[src/status_word_pkg.sv]
package status_word_pkg;

	// Clock and timing
	localparam int unsigned CLK_HZ = 25_000_000;
	localparam int unsigned GEN_TIMEOUT_S = 10;
	localparam int unsigned STATIC_TIMEOUT_S = 60;
	localparam logic [31:0] GEN_TIMEOUT_CYCLES = 32'(GEN_TIMEOUT_S * CLK_HZ);
	localparam logic [31:0] STATIC_TIMEOUT_CYCLES = 32'(STATIC_TIMEOUT_S * CLK_HZ);
	localparam logic [15:0] AVG_SHORT_LIMIT_S = 16'h000a;

	// Widths
	localparam int COUNT_W = 16;
	localparam int ADDR_W = 8;
	localparam int IRQ_W = 3;

	// Register byte offsets
	localparam logic [7:0] ADDR_EXT = 8'h00;
	localparam logic [7:0] ADDR_COMPACT = 8'h04;
	localparam logic [7:0] ADDR_OPER = 8'h08;
	localparam logic [7:0] ADDR_ERR = 8'h0c;
	localparam logic [7:0] ADDR_AVG = 8'h10;
	localparam logic [7:0] ADDR_IRQ_STAT = 8'h14;
	localparam logic [7:0] ADDR_IRQ_MASK = 8'h18;

	// Extended status word fields
	localparam int EXT_GEN = 0;
	localparam int EXT_HCRIT = 1;
	localparam int EXT_HON = 2;
	localparam int EXT_STATIC = 4;
	localparam int EXT_FILL_LSB = 8;
	localparam int EXT_RESTART = 13;

	// Compact status word fields
	localparam int CMP_GEN = 0;
	localparam int CMP_FILL_LSB = 1;
	localparam int CMP_STATIC = 5;
	localparam int CMP_HCRIT = 6;
	localparam int CMP_HON = 7;

	// Protocol operating and error status fields
	localparam int OPS_FILL_LSB = 1;
	localparam int OPS_HCRIT = 5;
	localparam int OPS_HON = 6;
	localparam int ERS_GEN = 0;
	localparam int ERS_STATIC = 1;

	// Interrupt event bits
	localparam int IRQ_GEN = 0;
	localparam int IRQ_STATIC = 1;
	localparam int IRQ_HEAT = 2;

	// Reset values
	localparam logic [31:0] EXT_RESET = 32'h0000_2000;
	localparam logic [15:0] AVG_RESET = 16'h0001;
	localparam logic [2:0] IRQ_MASK_RESET = 3'h0;

endpackage

[src/stall_timer_if.sv]
`timescale 1ns/1ps
`default_nettype none

interface stall_timer_if;
	logic run;
	logic expired;
	modport owner (output run, input expired);
	modport timer (input run, output expired);
endinterface

`default_nettype wire

[src/stall_timer.sv]
`timescale 1ns/1ps
`default_nettype none

module stall_timer #(
	parameter logic [31:0] LIMIT = 32'h0000_0010
) (
	input wire logic clk,
	input wire logic rst_b,
	stall_timer_if.timer tif
);
	import status_word_pkg::*;

	typedef struct packed {
		logic [31:0] count;
	} timer_s;

	timer_s q;
	timer_s d;

	// Count while run holds, saturate at the limit, drop to zero when it ends
	always_comb begin
		d = q;
		if (!tif.run) begin
			d.count = 32'h0000_0000;
		end else if (q.count != LIMIT) begin
			d.count = q.count + 32'h0000_0001;
		end
	end

	always_ff @(posedge clk or negedge rst_b) begin
		if (!rst_b) begin
			q <= '0;
		end else begin
			q <= d;
		end
	end

	// Level decoded from the registered count, so no glitch reaches the status words
	assign tif.expired = (q.count == LIMIT);

	chk_timer_saturate: assert property (@(posedge clk) disable iff (!rst_b)
		(q.count <= LIMIT))
		else $error("stall timer ran past its limit");

endmodule

`default_nettype wire

[src/status_word_builder.sv]
// The address map and the strobed register port were left to the implementer.
`timescale 1ns/1ps
`default_nettype none

// Behaviour
// - Extended word carries 4-bit sixteenths fill code
// - Restart flag bit 13 cleared; reserved bits zero
// - Short averaging: malfunction after ten quiet seconds
// - Long averaging: malfunction under half expected values
// - Compact word bits 1-3: eighths fill code
// - Compact bit 4 zero, bit 5 static
// - Compact bits 6, 7: heating criterion, heating on
// - Operating status bits 0,4,7 zero, fill
// - Operating status bits 5, 6: heating flags
// - Error status: general bit 0, static bit 1
// - Protocol words kept separate from status words
// - Compact word derived from extended word
// - Extended word malfunction, heating and fill layout
module status_word_builder #(
	parameter logic [31:0] GEN_TIMEOUT = status_word_pkg::GEN_TIMEOUT_CYCLES,
	parameter logic [31:0] STATIC_TIMEOUT = status_word_pkg::STATIC_TIMEOUT_CYCLES
) (
	input wire logic clk,
	input wire logic rst_b,
	input wire logic [status_word_pkg::ADDR_W-1:0] reg_addr,
	input wire logic [31:0] reg_wdata,
	input wire logic reg_wr,
	input wire logic reg_rd,
	output logic [31:0] reg_rdata,
	input wire logic sample_valid,
	input wire logic [status_word_pkg::COUNT_W-1:0] buffer_count,
	input wire logic heat_criterion,
	input wire logic heat_on,
	input wire logic virtual_temperature_invalid,
	input wire logic telegram_done,
	output logic [31:0] extended_status_word,
	output logic [7:0] compact_status_word,
	output logic [7:0] protocol_operating_status,
	output logic [7:0] protocol_error_status,
	output logic irq
);
	import status_word_pkg::*;

	typedef struct packed {
		logic [31:0] ext;
		logic [7:0] cmp;
		logic [7:0] oper;
		logic [7:0] err;
		logic [15:0] avg;
		logic [IRQ_W-1:0] irq_stat;
		logic [IRQ_W-1:0] irq_mask;
		logic restart;
		logic gen;
		logic stat;
		logic hon;
		logic [31:0] rdata;
	} state_s;

	localparam state_s STATE_RESET = '{
		ext: EXT_RESET,
		avg: AVG_RESET,
		irq_mask: IRQ_MASK_RESET,
		restart: 1'b1,
		default: '0
	};

	logic [1:0] rst_pipe_q;
	logic rst_sync_b;
	state_s q;
	state_s d;
	logic [3:0] fill16;
	logic [IRQ_W-1:0] events;

	stall_timer_if gen_tif ();
	stall_timer_if nosample_tif ();
	stall_timer_if vt_tif ();

	// Reset released through two flops so every state and timer flop leaves reset together
	always_ff @(posedge clk or negedge rst_b) begin
		if (!rst_b) begin
			rst_pipe_q <= 2'b00;
		end else begin
			rst_pipe_q <= {rst_pipe_q[0], 1'b1};
		end
	end
	assign rst_sync_b = rst_pipe_q[1];

	// Quiet-time watchdogs restart on every new measured value; the temperature timer restarts once the temperature is valid
	assign gen_tif.run = ~sample_valid;
	assign nosample_tif.run = ~sample_valid;
	assign vt_tif.run = virtual_temperature_invalid;

	stall_timer #(
		.LIMIT(GEN_TIMEOUT)
	) u_gen_timer (
		.clk(clk),
		.rst_b(rst_sync_b),
		.tif(gen_tif)
	);

	stall_timer #(
		.LIMIT(STATIC_TIMEOUT)
	) u_nosample_timer (
		.clk(clk),
		.rst_b(rst_sync_b),
		.tif(nosample_tif)
	);

	stall_timer #(
		.LIMIT(STATIC_TIMEOUT)
	) u_vt_timer (
		.clk(clk),
		.rst_b(rst_sync_b),
		.tif(vt_tif)
	);

	// Sixteenths fill code: highest k with count*16 > k*capacity
	// Capacity is one value per second of averaging time
	always_comb begin
		logic [23:0] scaled;
		logic [23:0] step;
		scaled = {4'h0, buffer_count, 4'h0};
		step = 24'h00_0000;
		fill16 = 4'h0;
		for (int k = 1; k < 16; k++) begin
			step = 24'(k) * {8'h00, q.avg};
			if (q.avg != 16'h0000 && scaled > step) begin
				fill16 = 4'(k);
			end
		end
	end

	// Next state: status words, events, register port
	always_comb begin
		d = q;

		// General malfunction depends on the averaging time
		if (q.avg < AVG_SHORT_LIMIT_S) begin
			d.gen = gen_tif.expired;
		end else begin
			d.gen = ({buffer_count, 1'b0} < {1'b0, q.avg});
		end
		d.stat = nosample_tif.expired | vt_tif.expired;
		d.hon = heat_on;

		// Flag survives until a telegram carrying it has gone out
		d.restart = q.restart & ~telegram_done;

		// Extended word; unlisted bits stay zero
		d.ext = 32'h0000_0000;
		d.ext[EXT_GEN] = d.gen;
		d.ext[EXT_HCRIT] = heat_criterion;
		d.ext[EXT_HON] = heat_on;
		d.ext[EXT_STATIC] = d.stat;
		d.ext[EXT_FILL_LSB +: 4] = fill16;
		d.ext[EXT_RESTART] = d.restart;

		// Compact word taken from the extended word only
		d.cmp = 8'h00;
		d.cmp[CMP_GEN] = d.ext[EXT_GEN];
		d.cmp[CMP_FILL_LSB +: 3] = d.ext[EXT_FILL_LSB + 1 +: 3];
		d.cmp[CMP_STATIC] = d.ext[EXT_STATIC];
		d.cmp[CMP_HCRIT] = d.ext[EXT_HCRIT];
		d.cmp[CMP_HON] = d.ext[EXT_HON];

		// Protocol words, separate from the two above
		d.oper = 8'h00;
		d.oper[OPS_FILL_LSB +: 3] = d.cmp[CMP_FILL_LSB +: 3];
		d.oper[OPS_HCRIT] = d.ext[EXT_HCRIT];
		d.oper[OPS_HON] = d.ext[EXT_HON];
		d.err = 8'h00;
		d.err[ERS_GEN] = d.ext[EXT_GEN];
		d.err[ERS_STATIC] = d.ext[EXT_STATIC];

		// Sticky events; a read clears, but a same-cycle event still lands
		events = '0;
		events[IRQ_GEN] = d.gen & ~q.gen;
		events[IRQ_STATIC] = d.stat & ~q.stat;
		events[IRQ_HEAT] = heat_on & ~q.hon;
		if (reg_rd && reg_addr == ADDR_IRQ_STAT) begin
			d.irq_stat = '0;
		end
		d.irq_stat = d.irq_stat | events;

		// Writes; status words ignore them
		if (reg_wr) begin
			case (reg_addr)
				ADDR_AVG: begin
					d.avg = reg_wdata[15:0];
				end
				ADDR_IRQ_MASK: begin
					d.irq_mask = reg_wdata[IRQ_W-1:0];
				end
				default: begin
				end
			endcase
		end

		// Read data valid only in the cycle after the strobe
		d.rdata = 32'h0000_0000;
		if (reg_rd) begin
			case (reg_addr)
				ADDR_EXT: d.rdata = q.ext;
				ADDR_COMPACT: d.rdata = {24'h00_0000, q.cmp};
				ADDR_OPER: d.rdata = {24'h00_0000, q.oper};
				ADDR_ERR: d.rdata = {24'h00_0000, q.err};
				ADDR_AVG: d.rdata = {16'h0000, q.avg};
				ADDR_IRQ_STAT: d.rdata = {29'h0, q.irq_stat};
				ADDR_IRQ_MASK: d.rdata = {29'h0, q.irq_mask};
				default: d.rdata = 32'h0000_0000;
			endcase
		end
	end

	// Restart sets the flag through the reset value
	always_ff @(posedge clk or negedge rst_sync_b) begin
		if (!rst_sync_b) begin
			q <= STATE_RESET;
		end else begin
			q <= d;
		end
	end

	// Outputs straight from state
	assign extended_status_word = q.ext;
	assign compact_status_word = q.cmp;
	assign protocol_operating_status = q.oper;
	assign protocol_error_status = q.err;
	assign reg_rdata = q.rdata;
	assign irq = |(q.irq_stat & q.irq_mask);

	chk_ext_reserved_zero: assert property (@(posedge clk) disable iff (!rst_sync_b)
		(q.ext[31:14] == 18'h0 && q.ext[12] == 1'b0 && q.ext[7:5] == 3'h0
		&& q.ext[3] == 1'b0))
		else $error("reserved bit set in extended word");

	chk_restart_cleared: assert property (@(posedge clk) disable iff (!rst_sync_b)
		telegram_done |=> !q.ext[EXT_RESTART] ##1 !q.ext[EXT_RESTART])
		else $error("restart flag not cleared after telegram");

	chk_restart_held: assert property (@(posedge clk) disable iff (!rst_sync_b)
		(q.restart && !telegram_done) |=> q.ext[EXT_RESTART])
		else $error("restart flag lost without a telegram");

	chk_full_fill_code: assert property (@(posedge clk) disable iff (!rst_sync_b)
		(rst_sync_b && q.avg != 16'h0 && buffer_count >= q.avg && !reg_wr)
		|=> q.ext[EXT_FILL_LSB +: 4] == 4'hf)
		else $error("full buffer not coded as fifteen");

	chk_gen_short: assert property (@(posedge clk) disable iff (!rst_sync_b)
		(q.avg < AVG_SHORT_LIMIT_S && gen_tif.expired) |=> q.err[ERS_GEN] && q.cmp[CMP_GEN])
		else $error("quiet timeout did not raise malfunction");

	chk_gen_long: assert property (@(posedge clk) disable iff (!rst_sync_b)
		(q.avg >= AVG_SHORT_LIMIT_S)
		|=> q.ext[EXT_GEN] == ({$past(buffer_count), 1'b0} < {1'b0, $past(q.avg)}))
		else $error("half-buffer malfunction wrong");

	chk_compact_layout: assert property (@(posedge clk) disable iff (!rst_sync_b)
		(q.cmp[3:1] == q.ext[11:9] && q.cmp[4] == 1'b0 && q.cmp[5] == q.ext[4]
		&& q.cmp[6] == q.ext[1] && q.cmp[7] == q.ext[2] && q.cmp[0] == q.ext[0]))
		else $error("compact word disagrees with extended word");

	chk_oper_layout: assert property (@(posedge clk) disable iff (!rst_sync_b)
		(q.oper[0] == 1'b0 && q.oper[4] == 1'b0 && q.oper[7] == 1'b0
		&& q.oper[3:1] == q.cmp[3:1]))
		else $error("operating status fill or zero bits wrong");

	chk_oper_heating: assert property (@(posedge clk) disable iff (!rst_sync_b)
		(rst_sync_b && heat_criterion && heat_on)
		|=> q.oper[OPS_HCRIT] && q.oper[OPS_HON] && q.cmp[7])
		else $error("heating flags missing from operating status");

	chk_err_layout: assert property (@(posedge clk) disable iff (!rst_sync_b)
		(q.err == {6'h00, q.ext[EXT_STATIC], q.ext[EXT_GEN]}))
		else $error("error status layout wrong");

	chk_static_vt: assert property (@(posedge clk) disable iff (!rst_sync_b)
		vt_tif.expired |=> q.cmp[CMP_STATIC] && q.ext[EXT_STATIC])
		else $error("lasting invalid temperature not flagged");

	// A clearing read in the same cycle may drop the level, so it is left out
	chk_irq_on_event: assert property (@(posedge clk) disable iff (!rst_sync_b)
		($rose(q.gen) && q.irq_mask[IRQ_GEN] && !reg_wr
		&& !(reg_rd && reg_addr == ADDR_IRQ_STAT)) |=> irq)
		else $error("unmasked malfunction event gave no interrupt");

	// Under short averaging, an unexpired quiet timer keeps malfunction clear in the next cycle
	chk_gen_short_clear: assert property (@(posedge clk) disable iff (!rst_sync_b)
		(q.avg < AVG_SHORT_LIMIT_S && !gen_tif.expired) |=> !q.ext[EXT_GEN])
		else $error("malfunction raised before the quiet timeout");

	chk_ext_heating: assert property (@(posedge clk) disable iff (!rst_sync_b)
		rst_sync_b |=> q.ext[EXT_HCRIT] == $past(heat_criterion)
		&& q.ext[EXT_HON] == $past(heat_on))
		else $error("heating flags wrong in extended word");

	// Eighths code checked by its own bounds, not through the sixteenths code
	chk_compact_fill_code: assert property (@(posedge clk) disable iff (!rst_sync_b)
		(rst_sync_b && q.avg != 16'h0 && buffer_count != 16'h0)
		|=> ({5'h00, $past(buffer_count), 3'h0} > 24'(q.cmp[3:1]) * {8'h00, $past(q.avg)})
		&& (q.cmp[3:1] == 3'h7
		|| {5'h00, $past(buffer_count), 3'h0}
		<= (24'(q.cmp[3:1]) + 24'h1) * {8'h00, $past(q.avg)}))
		else $error("compact fill code outside its eighth");

	// Read data must fall back to zero when no read was made
	chk_rdata_idle: assert property (@(posedge clk) disable iff (!rst_sync_b)
		!reg_rd |=> reg_rdata == 32'h0000_0000)
		else $error("read data stood without a read");

endmodule

`default_nettype wire

[config.mk]
export PLATFORM = sky130hd
export DESIGN_NAME = status_word_builder
export DESIGN_NICKNAME = d
export VERILOG_FILES = /design/src/status_word_pkg.sv /design/src/stall_timer_if.sv /design/src/stall_timer.sv /design/src/status_word_builder.sv
export SDC_FILE = /design/constraint.sdc
export NUM_CORES = 1
export LEC_CHECK = 0
export BUFFER_PORTS_ARGS = -buffer_cell sky130_fd_sc_hd__clkbuf_2
export CAP_MARGIN = 10
export CORE_UTILIZATION = 45
export DETAILED_ROUTE_END_ITERATION = 10
export PLACE_DENSITY_LB_ADDON = 0.12
export SYNTH_ARGS = -nofsm -noshare
export SYNTH_HDL_FRONTEND = slang
export SYNTH_HIERARCHICAL = 1
export SYNTH_SLANG_ARGS = --single-unit
[constraint.sdc]
create_clock -name clk -period 4.26 [get_ports clk]
set_input_delay 0.639 -clock clk [delete_from_list [all_inputs] [get_ports clk]]
set_output_delay 0.639 -clock clk [all_outputs]
set_load 0.05 [all_outputs]
==> qor.yml, run 1 <==
run_status: "finished with violations"
failed_checks: "negative setup slack"
relSlewSlack: 0.383
overflow: 0
synth.yosys.warnings: 6
post_dp_cell_area_mm2: 0.0237
post_synth_edffs: 0
worst_hold_path.num_cells: 2
ws_path_type: "reg2reg"
number_of_antenna_violations_at_the_first_check_in_global_routing: 0
setup_viol: 4
p_total_mw: 5.61
r2r.worst_path.cells: 23
final_core_utilization: 0.571
crit_path_max_fanout: 5
power_leakage_nw: 11.9
dieArea_mm2: 0.0450
crit_start: "q[42]$_DFFE_PN1P_"
synth-main-ff-cell: "sky130_fd_sc_hd__dfrtp_1"
insertedDiodeCount: 0
yosys_reg_bits: 145
num_vias: 18600
hold_class: "in2reg"
timing_worst_slew_pin_value_ns: 0.924
detailedRoute.firstIterationViolations: 1070
final_antenna_violating_net_count: 0
cp_data_arrival_time_ns: 5.80
final.period_utilization: 1.28
synth.top_cells.by_area: "sky130_fd_sc_hd__ha_1 23%, sky130_fd_sc_hd__dfrtp_1 18%, sky130_fd_sc_hd__fa_1 7.5%"
pre_cts_slack_ns: -1.46
drt-vias-per-instance: 5.63
ff2ff_setup_slack_ns: -1.20
seq_area_frac_synth: 0.183
smallest_setup_slack_after_layout_ns: -1.20
grt.total_usage: 0.271
timing.critical_path.to_type: "flop"
vdd_ir_drop_max_uv: 297
synthesis.area_mm2: 0.0199
fp.dieW_um: 212
grt_pass1_wl_um: 95000
drcViolationCount: 0
critical_path.reg2reg.startpoint: "q[42]$_DFFE_PN1P_"
grt_pass1_vias: 18100
placed_cells_incl_taps: 3241
whs_endpoint: "extended_status_word[13]$_DFF_PN1_"
longest_clk_path_bufs: 2
post_synth_inst_count: 2243
grt_max_degree: 144
worst_clock_skew_ns: 0.0158
hold_viol_final: 0
yosysMostFrequentCell: "sky130_fd_sc_hd__ha_1"
fp.dieH_um: 212
post-synth-top-area-cell: "sky130_fd_sc_hd__ha_1"
clk_pin_slew_ns: 0.07
grt_setup_unrepaired: "true"
cts_inserted_buffers: 17
ctsRootBufferMaster: "sky130_fd_sc_hd__clkbuf_16"
buffer_ports.inserted: 88
cts_max_level: 4
syn2layout_area_growth_pct: 24.3
drt_wl_cell_um: 18.2
worstSkewPairLatency_ns: 0.45
cap_viol_max_count: 0
worst_ep_required_time_ns: 4.60
post-route-min-period_ns: 5.46
cts_tree: "done"
n_fill_cell: 3950
synth_top_cell_area_share: 0.235
effective_utilization_at_floorplan: 0.459
power.density_mw_per_mm2: 227
timing.fmax_mhz: 183
hpwlAfterDp_um: 49100
stdcell_area_mm2: 0.0247
globalplace.congestion: 0.995
first_pass_iters: 5
startpoint_type: "flop"
r2r-end: "protocol_operating_status[1]$_DFF_PN0_"
synth.top_cells.by_count: "373 x sky130_fd_sc_hd__ha_1, 166 x sky130_fd_sc_hd__inv_1, 159 x sky130_fd_sc_hd__a21oi_1"
numClockSinks: 145
design.portCount: 154
drt-total-wl_um: 60100
finalNetCount: 3214
async_flop_share: 1.00
row_cnt: 76
coreArea_mm2: 0.0433
post_syn_area_per_cell_um2: 8.86
final-max-slew-violation-count: 0
holdCritStartpoint: "telegram_done"
drive_above_1_share: 0.248
final_cell_count_no_fill: 3300
synth.distinct_cells: 88
sequential cells by signal, indices dropped and copies added (netlist names):
name                       count
u_gen_timer/q                 32
reg_rdata                     16
rst_pipe_q                     2
compact_status_word            1
u_nosample_timer/q            32
extended_status_word           3
u_vt_timer/q                  32
protocol_error_status          1
q                             22
protocol_operating_status      4
through the flow:
| step | TNS [ns] | hold slack [ns] |
|---|---|---|
| after detailed placement | -5.40 | 0.345 |
| after global placement | -5.07 | 0.333 |
| after CTS | -4.82 | 0.278 |
| after global routing | -5.66 | 0.284 |
| final | -4.70 | 0.295 |
| after floorplan | -3.01 | 0.331 |
layout by cell type (no fill, tap or decap), drive strengths merged, types with 10 or more instances in the layout:
master  netlist  final
dfrtp       143    143
inv         166    169
a211o        10     10
nor4b        10     10
o41ai        13     13
nand3        78     78
ha          373    373
xor2         60     60
fa           74     74
nor4         28     28
o31ai        34     34
o211ai       19     19
o21ai        88     88
a21o         64     64
nor2        103    103
buf         101    433
and4         13     13
nor2b        26     26
a22o         10     10
and2         10     10
xnor2        67     67
conb          2     50
or3          23     23
o311ai       11     11
and3         23     23
o21a         18     18
a21oi       159    159
nand4        77     77
mux2         20     20
a31oi        19     19
or4          45     45
nor3         50     50
nand2       121    121
nand2b       27     27
clkbuf       29    107
o21bai       20     20
metal layers:
metal | GRT usage | wire length (um) | share of wire
met4 | 0.116 | 2440 | 0.041
met3 | 0.0397 | 2450 | 0.041
met2 | 0.436 | 27800 | 0.46
met1 | 0.359 | 27500 | 0.46
met5 | 0 | 0 | 0
timing repair:
action,in CTS,in global routing
hold buffers,1,0
pin swaps,26,19
setup endpoints to repair,4,4
buffers inserted,16,10
resized for setup,28,33
hold endpoints to repair,2,0
power breakdown:
part	leakage [nW]	total, mW	switching, mW	internal, mW
clock network	0.290	1.55	0.660	0.888
logic	9.63	2.57	1.47	1.10
registers	1.96	1.49	0.0749	1.42
total	11.9	5.61	2.20	3.40
how the worst max path moves through the flow:
stage / slack [ns] / to
floorplan: -0.84 / protocol_operating_status[1]$_DFF_PN0_
global placement: -1.43 / extended_status_word[8]$_DFF_PN0_
detailed placement: -1.46 / extended_status_word[8]$_DFF_PN0_
CTS: -1.22 / protocol_operating_status[1]$_DFF_PN0_
global route: -1.44 / protocol_operating_status[1]$_DFF_PN0_
finish: -1.20 / protocol_operating_status[1]$_DFF_PN0_
cell families (layout without fill, tap and decap cells):
kind of cell    after synthesis  after routing  share of synthesized area
fa+ha+maj                   448            448                      0.310
simple gates                659            659                      0.181
xor+xnor                    127            127                     0.0569
flops                       145            145                      0.183
mux                          23             23                     0.0128
compound gates              541            541                      0.182
other cells                   2             50                   0.000378
buf+inv                     298            722                     0.0742
critical path, stage by stage (launching register included):
cell                       delay (ns)
sky130_fd_sc_hd__dfstp_2         0.59
sky130_fd_sc_hd__buf_6           0.14
sky130_fd_sc_hd__fa_2            0.46
sky130_fd_sc_hd__buf_6           0.14
sky130_fd_sc_hd__ha_4            0.16
sky130_fd_sc_hd__fa_2            0.36
sky130_fd_sc_hd__a21o_1          0.19
sky130_fd_sc_hd__a21oi_2         0.14
sky130_fd_sc_hd__o21bai_1        0.11
sky130_fd_sc_hd__a21oi_2         0.18
sky130_fd_sc_hd__o21bai_2        0.11
sky130_fd_sc_hd__a21boi_2        0.20
sky130_fd_sc_hd__o21ai_2         0.08
sky130_fd_sc_hd__a31o_2          0.21
sky130_fd_sc_hd__a21o_1          0.19
sky130_fd_sc_hd__a311oi_2        0.26
sky130_fd_sc_hd__ha_1            0.29
sky130_fd_sc_hd__a211o_1         0.33
sky130_fd_sc_hd__a211o_1         0.34
sky130_fd_sc_hd__o41ai_4         0.38
sky130_fd_sc_hd__o22ai_2         0.14
sky130_fd_sc_hd__buf_4           0.16
sky130_fd_sc_hd__a21oi_1         0.14
sky130_fd_sc_hd__nor2_1          0.06
layout make-up:
cell class                      instances  area [um2]  area share
Multi-Input combinational cell       1848       15300       0.620
Timing Repair Buffer                  522        3770       0.153
Sequential cell                       145        3640       0.148
Tap cell                              585         732      0.0296
Inverter                              168         647      0.0262
Clock buffer                           19         443      0.0179
Clock inverter                         13         148     0.00598
(Power assumes the default switching activity.)
==> inputs of run 2 (changes only) <==
--- a/config.mk
+++ b/config.mk
@@ -10,6 +10,7 @@
 export CORE_UTILIZATION = 45
 export DETAILED_ROUTE_END_ITERATION = 10
 export PLACE_DENSITY_LB_ADDON = 0.12
+export SETUP_SLACK_MARGIN = 0.3
 export SYNTH_ARGS = -nofsm -noshare
 export SYNTH_HDL_FRONTEND = slang
 export SYNTH_HIERARCHICAL = 1
==> constraint.sdc (replaced) <==
create_clock -name clk -period 6.95 [get_ports clk]
set_input_delay 1.0425 -clock clk [delete_from_list [all_inputs] [get_ports clk]]
set_output_delay 1.0425 -clock clk [all_outputs]
set_load 0.05 [all_outputs]
==> qor.yml, run 2 (same netlist as run 1, synthesis figures left out) <==
run_status: "finished clean"  # was finished with violations
grt_max_degree: 62  # was 144
n_fill_cell: 4093  # was 3950
crit_top_cell: "sky130_fd_sc_hd__a21o_1"
overflow: 0  # unchanged
timing_worst_slew_pin_value_ns: 0.970  # was 0.924 ns
numClockSinks: 145  # unchanged
first_pass_iters: 5  # unchanged
placed_cells_incl_taps: 2862  # was 3241
internal-power_mw: 1.89  # was 3.40 mW
seq_power_share: 0.292  # was 0.266
power_leakage_nw: 9.82  # was 11.9 nW
cp_data_arrival_time_ns: 6.66  # was 5.80 ns
power.clock.fraction: 0.312  # was 0.276
final_core_utilization: 0.491  # was 0.571
setup_viol: 0  # was 4
ctsRootBufferMaster: "sky130_fd_sc_hd__clkbuf_16"  # unchanged
cts_hold_buf: 0  # was 1
drcViolationCount: 0  # unchanged
row_cnt: 76  # unchanged
grt_setup_unrepaired: "true"  # unchanged
ff2ff_setup_slack_ns: 0.63  # was -1.20 ns
cp_cell_sequence: "fa_1 -> fa_1 -> ha_1 -> a21o_1 -> a21oi_1 -> o21ai_0 -> or4_1 -> a31oi_1 -> nand2b_1 -> a21oi_1 -> xor2_1 -> ha_1 -> a21o_1 -> a21o_1 -> a21oi_1 -> o21ai_0 -> a21o_1 -> a221oi_1 -> o22ai_1 -> nor2b_1 -> o2111a_1 -> nor2_1"  # was buf_6 -> fa_2 -> buf_6 -> ha_4 -> fa_2 -> a21o_1 -> a21oi_2 -> o21bai_1 -> a21oi_2 -> o21bai_2 -> a21boi_2 -> o21ai_2 -> a31o_2 -> a21o_1 -> a311oi_2 -> ha_1 -> a211o_1 -> a211o_1 -> o41ai_4 -> o22ai_2 -> buf_4 -> a21oi_1 -> nor2_1
cap_viol_max_count: 0  # unchanged
final.period_utilization: 0.909  # was 1.28
whs_endpoint: "rst_pipe_q[1]$_DFF_PN0_"  # was extended_status_word[13]$_DFF_PN1_
power.switching_fraction: 0.402  # was 0.393
r2r-end: "protocol_operating_status[1]$_DFF_PN0_"  # unchanged
smallest_setup_slack_after_layout_ns: 0.634  # was -1.20 ns
power.density_mw_per_mm2: 149  # was 227 mW/mm2
drt-vias-per-instance: 5.80  # was 5.63
post_cts_buffers: 0  # was 16
drive_above_1_share: 0.0871  # was 0.248
hold_class: "reg2reg"  # was in2reg
number_of_antenna_violations_at_the_first_check_in_global_routing: 0  # unchanged
drt_wl_cell_um: 18.9  # was 18.2 um
fp.dieW_um: 212  # unchanged
vdd_ir_drop_max_uv: 216  # was 297 uV
post-route-min-period_ns: 6.32  # was 5.46 ns
cts_max_level: 4  # unchanged
relSlewSlack: 0.353  # was 0.383
detailedRoute.firstIterationViolations: 1045  # was 1070
longest_clk_path_bufs: 2  # unchanged
layout.cells.most_common_list: "372 x sky130_fd_sc_hd__ha_1, 166 x sky130_fd_sc_hd__inv_1, 159 x sky130_fd_sc_hd__a21oi_1, 141 x sky130_fd_sc_hd__dfrtp_1, 121 x sky130_fd_sc_hd__nand2_1"  # was 425 x sky130_fd_sc_hd__buf_4, 365 x sky130_fd_sc_hd__ha_1, 159 x sky130_fd_sc_hd__inv_1, 142 x sky130_fd_sc_hd__a21oi_1, 135 x sky130_fd_sc_hd__dfrtp_1
total_switching_power_mw: 1.27  # was 2.20 mW
cts_tree: "done"  # unchanged
coreArea_mm2: 0.0433  # unchanged
num_vias: 16800  # was 18600
dieArea_mm2: 0.0450  # unchanged
clk_pin_slew_ns: 0.07  # about the same
grt.total_usage: 0.249  # was 0.271
pre_cts_slack_ns: 0.396  # was -1.46 ns
buffer_ports.inserted: 88  # unchanged
worst_ep_required_time_ns: 7.30  # was 4.60 ns
timing.fmax_mhz: 158  # was 183 MHz
r2r.worst_path.cells: 22  # was 23
worst_hold_path.num_cells: 0  # was 2
effective_utilization_at_floorplan: 0.459  # unchanged
post_dp_cell_area_mm2: 0.0206  # was 0.0237 mm2
final-max-slew-violation-count: 0  # unchanged
setup_tns_ns: 0  # was -4.70 ns
finalNetCount: 2808  # was 3214
largest_registers: "u_gen_timer/q x32, u_nosample_timer/q x32, u_vt_timer/q x32"  # unchanged
grt_pass1_vias: 16200  # was 18100
startpoint_type: "flop"  # unchanged
worstSkewPairLatency_ns: 0.45  # about the same
fin_hold_ws_ns: 0.349  # was 0.295 ns
fp.dieH_um: 212  # unchanged
crit_path_max_fanout: 11  # was 5
timing.critical_path.to_type: "flop"  # unchanged
final_cell_count_no_fill: 2894  # was 3300
drt-total-wl_um: 54800  # was 60100 um
layout.cells.most_common: "sky130_fd_sc_hd__ha_1"  # was sky130_fd_sc_hd__buf_4
p_total_mw: 3.16  # was 5.61 mW
ws_path_type: "reg2reg"  # unchanged
cts_inserted_buffers: 17  # unchanged
comb_power_share: 0.396  # was 0.458
hold_viol_final: 0  # unchanged
globalplace.congestion: 0.892  # was 0.995
cpMaxStageDelayCell: "sky130_fd_sc_hd__dfstp_2"  # unchanged
final_antenna_violating_net_count: 0  # unchanged
hpwlAfterDp_um: 42800  # was 49100 um
stdcell_area_mm2: 0.0212  # was 0.0247 mm2
syn2layout_area_growth_pct: 6.90  # was 24.3%
insertedDiodeCount: 0  # unchanged
worst_clock_skew_ns: 0.0151  # was 0.0158 ns
design.portCount: 154  # unchanged
critical_path.reg2reg.startpoint: "q[42]$_DFFE_PN1P_"  # unchanged
holdCritStartpoint: "rst_pipe_q[0]$_DFF_PN0_"  # was telegram_done
crit_path_max_incr_delay_ns: 0.76  # was 0.59 ns
grt_pass1_wl_um: 88200  # was 95000 um
post_cts.resized_instances: 0  # was 28
## run 2: worst max-delay path, delay by kind of cell, from the launching register on
| kind | cells | cell delay (ns) |
|---|---|---|
| AOI/OAI and AO/OA | 13 | 2.92 |
| adders and majority gates | 4 | 1.55 |
| and+or+nand+nor | 4 | 0.80 |
| DFF | 1 | 0.76 |
| xor gates and xnor gates | 1 | 0.19 |
## run 2: layout make-up
class	count	area (um2)	area share
Timing Repair Buffer	116	651	0.0306
Clock inverter	15	191	0.00901
Inverter	168	631	0.0297
Multi-Input combinational cell	1848	15000	0.705
Clock buffer	17	425	0.0200
Tap cell	585	732	0.0345
Sequential cell	145	3640	0.171
## run 2: worst max-delay path by stage
| stage | end | start | slack (ns) | depth (start not counted) |
|---|---|---|---|---|
| final | protocol_operating_status[1]$_DFF_PN0_ | q[42]$_DFFE_PN1P_ | 0.63 | 22 |
| after global routing | extended_status_word[8]$_DFF_PN0_ | q[42]$_DFFE_PN1P_ | 0.26 | 25 |
| after CTS | extended_status_word[8]$_DFF_PN0_ | q[43]$_DFFE_PN0P_ | 0.37 | 25 |
| after detailed placement | extended_status_word[8]$_DFF_PN0_ | q[43]$_DFFE_PN0P_ | 0.40 | 25 |
| after global placement | extended_status_word[8]$_DFF_PN0_ | q[43]$_DFFE_PN0P_ | 0.50 | 25 |
| after floorplan | extended_status_word[8]$_DFF_PN0_ | q[45]$_DFFE_PN0P_ | 1.19 | 27 |
## run 2: per-layer routing
metal  share of wire  vias up  global-route usage
met1            0.48     8081               0.343
met2            0.46      346               0.403
met4           0.033        0              0.0922
met3           0.034       73              0.0250
li1                -     8297                   -
met5               0        -                   0
## run 2: power groups by stage
stage,Combinational (mW),Sequential [mW],Clock (mW)
after CTS,1.24,0.925,1.01
after global placement,1.21,0.941,0
after detailed placement,1.24,0.941,0
after global routing,1.40,0.928,1.05
final,1.25,0.924,0.986
after floorplan,0.954,0.927,0
==> inputs of run 3 (changes only) <==
--- a/config.mk
+++ b/config.mk
@@ -10,6 +10,7 @@
 export CORE_UTILIZATION = 45
 export DETAILED_ROUTE_END_ITERATION = 10
 export PLACE_DENSITY_LB_ADDON = 0.12
+export REMOVE_ABC_BUFFERS = 1
 export SETUP_SLACK_MARGIN = 0.3
 export SYNTH_ARGS = -nofsm -noshare
 export SYNTH_HDL_FRONTEND = slang
==> qor.yml, run 3 (same netlist as run 1, synthesis figures left out) <==
run_status: "finished clean"  # unchanged
fin_hold_ws_ns: 0.363  # was 0.349 ns
grt_max_degree: 73  # was 62
drt-vias-per-instance: 5.82  # was 5.80
global_route.usage.met1: 0.343  # about the same
ctsRootBufferMaster: "sky130_fd_sc_hd__clkbuf_16"  # unchanged
largest_registers: "u_gen_timer/q x32, u_nosample_timer/q x32, u_vt_timer/q x32"  # unchanged
stdcell_area_mm2: 0.0212  # about the same
p_total_mw: 3.08  # was 3.16 mW
clk_pin_slew_ns: 0.08  # was 0.07 ns
drive_above_1_share: 0.0870  # was 0.0871
cts_inserted_buffers: 17  # unchanged
worst_ep_required_time_ns: 7.30  # about the same
drcViolationCount: 0  # unchanged
crit_family: "compound AO/OA/AOI/OAI gates"  # unchanged
globalplace.congestion: 0.890  # was 0.892
buffer_ports.inserted: 88  # unchanged
post_dp_cell_area_mm2: 0.0206  # about the same
number_of_antenna_violations_at_the_first_check_in_global_routing: 0  # unchanged
effective_utilization_at_floorplan: 0.459  # unchanged
worst_clock_skew_ns: 0.0184  # was 0.0151 ns
hold_viol_final: 0  # unchanged
overflow: 0  # unchanged
grt_setup_unrepaired: "false"  # was true
final_core_utilization: 0.490  # was 0.491
cap_viol_max_count: 0  # unchanged
cp_cell_sequence: "fa_1 -> fa_1 -> ha_1 -> a21o_1 -> a21oi_1 -> o21ai_0 -> or4_1 -> a31oi_2 -> a21oi_1 -> nand4_1 -> nand3_1 -> o41a_1 -> xnor2_1 -> ha_1 -> nand4_1 -> nor2_1 -> nand2_1 -> o31ai_1 -> o22ai_1 -> nor2b_1 -> o2111a_1 -> nor2_1"  # was fa_1 -> fa_1 -> ha_1 -> a21o_1 -> a21oi_1 -> o21ai_0 -> or4_1 -> a31oi_1 -> nand2b_1 -> a21oi_1 -> xor2_1 -> ha_1 -> a21o_1 -> a21o_1 -> a21oi_1 -> o21ai_0 -> a21o_1 -> a221oi_1 -> o22ai_1 -> nor2b_1 -> o2111a_1 -> nor2_1
layout.cells.most_common: "sky130_fd_sc_hd__ha_1"  # unchanged
drt-total-wl_um: 55000  # was 54800 um
drt_wl_cell_um: 19.0  # was 18.9 um
timing_worst_slew_pin_value_ns: 1.03  # was 0.970 ns
final.period_utilization: 0.905  # was 0.909
dieArea_mm2: 0.0450  # unchanged
layout.cells.most_common_list: "372 x sky130_fd_sc_hd__ha_1, 166 x sky130_fd_sc_hd__inv_1, 159 x sky130_fd_sc_hd__a21oi_1, 141 x sky130_fd_sc_hd__dfrtp_1, 121 x sky130_fd_sc_hd__nand2_1"  # unchanged
hpwlAfterDp_um: 42700  # was 42800 um
hold_class: "in2async"  # was reg2reg
grt.total_usage: 0.248  # was 0.249
first_pass_iters: 5  # unchanged
timing.fmax_mhz: 159  # was 158 MHz
crit_path_max_incr_delay_ns: 0.75  # was 0.76 ns
smallest_setup_slack_after_layout_ns: 0.663  # was 0.634 ns
design.portCount: 154  # unchanged
crit_buf_inv: 0  # unchanged
worstSkewPairLatency_ns: 0.45  # about the same
ws_path_type: "reg2reg"  # unchanged
numClockSinks: 145  # unchanged
row_cnt: 76  # unchanged
longest_clk_path_bufs: 2  # unchanged
finalNetCount: 2811  # was 2808
setup_tns_ns: 0  # unchanged
crit_path_max_fanout: 11  # unchanged
ff2ff_setup_slack_ns: 0.66  # was 0.63 ns
post-route-min-period_ns: 6.29  # was 6.32 ns
busiest_layer: "met2"  # unchanged
r2r.worst_path.cells: 22  # unchanged
cts_max_level: 4  # unchanged
vdd_ir_drop_max_uv: 183  # was 216 uV
grt_pass1_vias: 16400  # was 16200
syn2layout_area_growth_pct: 6.76  # was 6.90%
final_cell_count_no_fill: 2896  # was 2894
cp_data_arrival_time_ns: 6.63  # was 6.66 ns
pre_cts_slack_ns: 0.545  # was 0.396 ns
cpMaxStageDelayCell: "sky130_fd_sc_hd__dfstp_2"  # unchanged
startpoint_type: "flop"  # unchanged
power_leakage_nw: 9.81  # was 9.82 nW
fp.dieH_um: 212  # unchanged
placed_cells_incl_taps: 2865  # was 2862
coreArea_mm2: 0.0433  # unchanged
timing.critical_path.to_type: "flop"  # unchanged
fp.dieW_um: 212  # unchanged
relSlewSlack: 0.311  # was 0.353
cts_tree: "done"  # unchanged
gr-usage-met2: 0.401  # was 0.403
num_vias: 16900  # was 16800
final_antenna_violating_net_count: 0  # unchanged
detailedRoute.firstIterationViolations: 1022  # was 1045
power.density_mw_per_mm2: 145  # was 149 mW/mm2
globalRouteMet3Util: 0.0267  # was 0.0250
grt_pass1_wl_um: 88000  # was 88200 um
post_cts_buffers: 0  # unchanged
critical_path_depth: 22  # unchanged
setup_viol: 0  # unchanged
final-max-slew-violation-count: 0  # unchanged
-- run 3: cell count changes in the layout (fill, tap and decap cells not counted), sizes merged --
cell	delta
inv	-5
buf	+3
bufinv	-2
diode	+1
clkinvlp	+2
clkbuf	+3
-- run 3: repair_timing --
item | CTS | global route
hold buffers | 0 | 0
endpoints found under the setup margin | 0 | 4
resized for setup | 0 | 9
-- run 3: layout make-up --
class / instances / area (um2)
tap: 585 / 732
clock buffer: 20 / 447
sequential: 145 / 3640
inverter: 168 / 631
multi-input combinational: 1848 / 15000
clock inverter: 10 / 105
antenna: 1 / 2.50
fill: 4231 / 22100
timing repair buffer: 119 / 673
-- run 3: metal layers --
layer / routed length, um / vias to the layer above / share of wire
met4: 1570 / 0 / 0.029
met5: 0 / - / 0
li1: - / 8292 / -
met1: 25900 / 8164 / 0.47
met2: 25500 / 337 / 0.46
met3: 1990 / 73 / 0.036
-- run 3: power by group --
part,internal (mW),leakage (nW),switching [mW],total (mW)
combinational,0.449,7.58,0.806,1.26
sequential,0.867,1.97,0.0563,0.923
clock,0.503,0.260,0.401,0.904
total,1.82,9.81,1.26,3.08
-- run 3: final timing paths --
path / startpoint / end
worst min register to register: rst_pipe_q[0]$_DFF_PN0_ / rst_pipe_q[1]$_DFF_PN0_
worst min-delay path: rst_b / rst_pipe_q[0]$_DFF_PN0_
worst max-delay path: q[42]$_DFFE_PN1P_ / protocol_operating_status[1]$_DFF_PN0_
max in group asynchronous: rst_pipe_q[1]$_DFF_PN0_ / u_vt_timer/q[13]$_DFFE_PN0P_
min in group clk: rst_pipe_q[0]$_DFF_PN0_ / rst_pipe_q[1]$_DFF_PN0_
worst max register to register: q[42]$_DFFE_PN1P_ / protocol_operating_status[1]$_DFF_PN0_
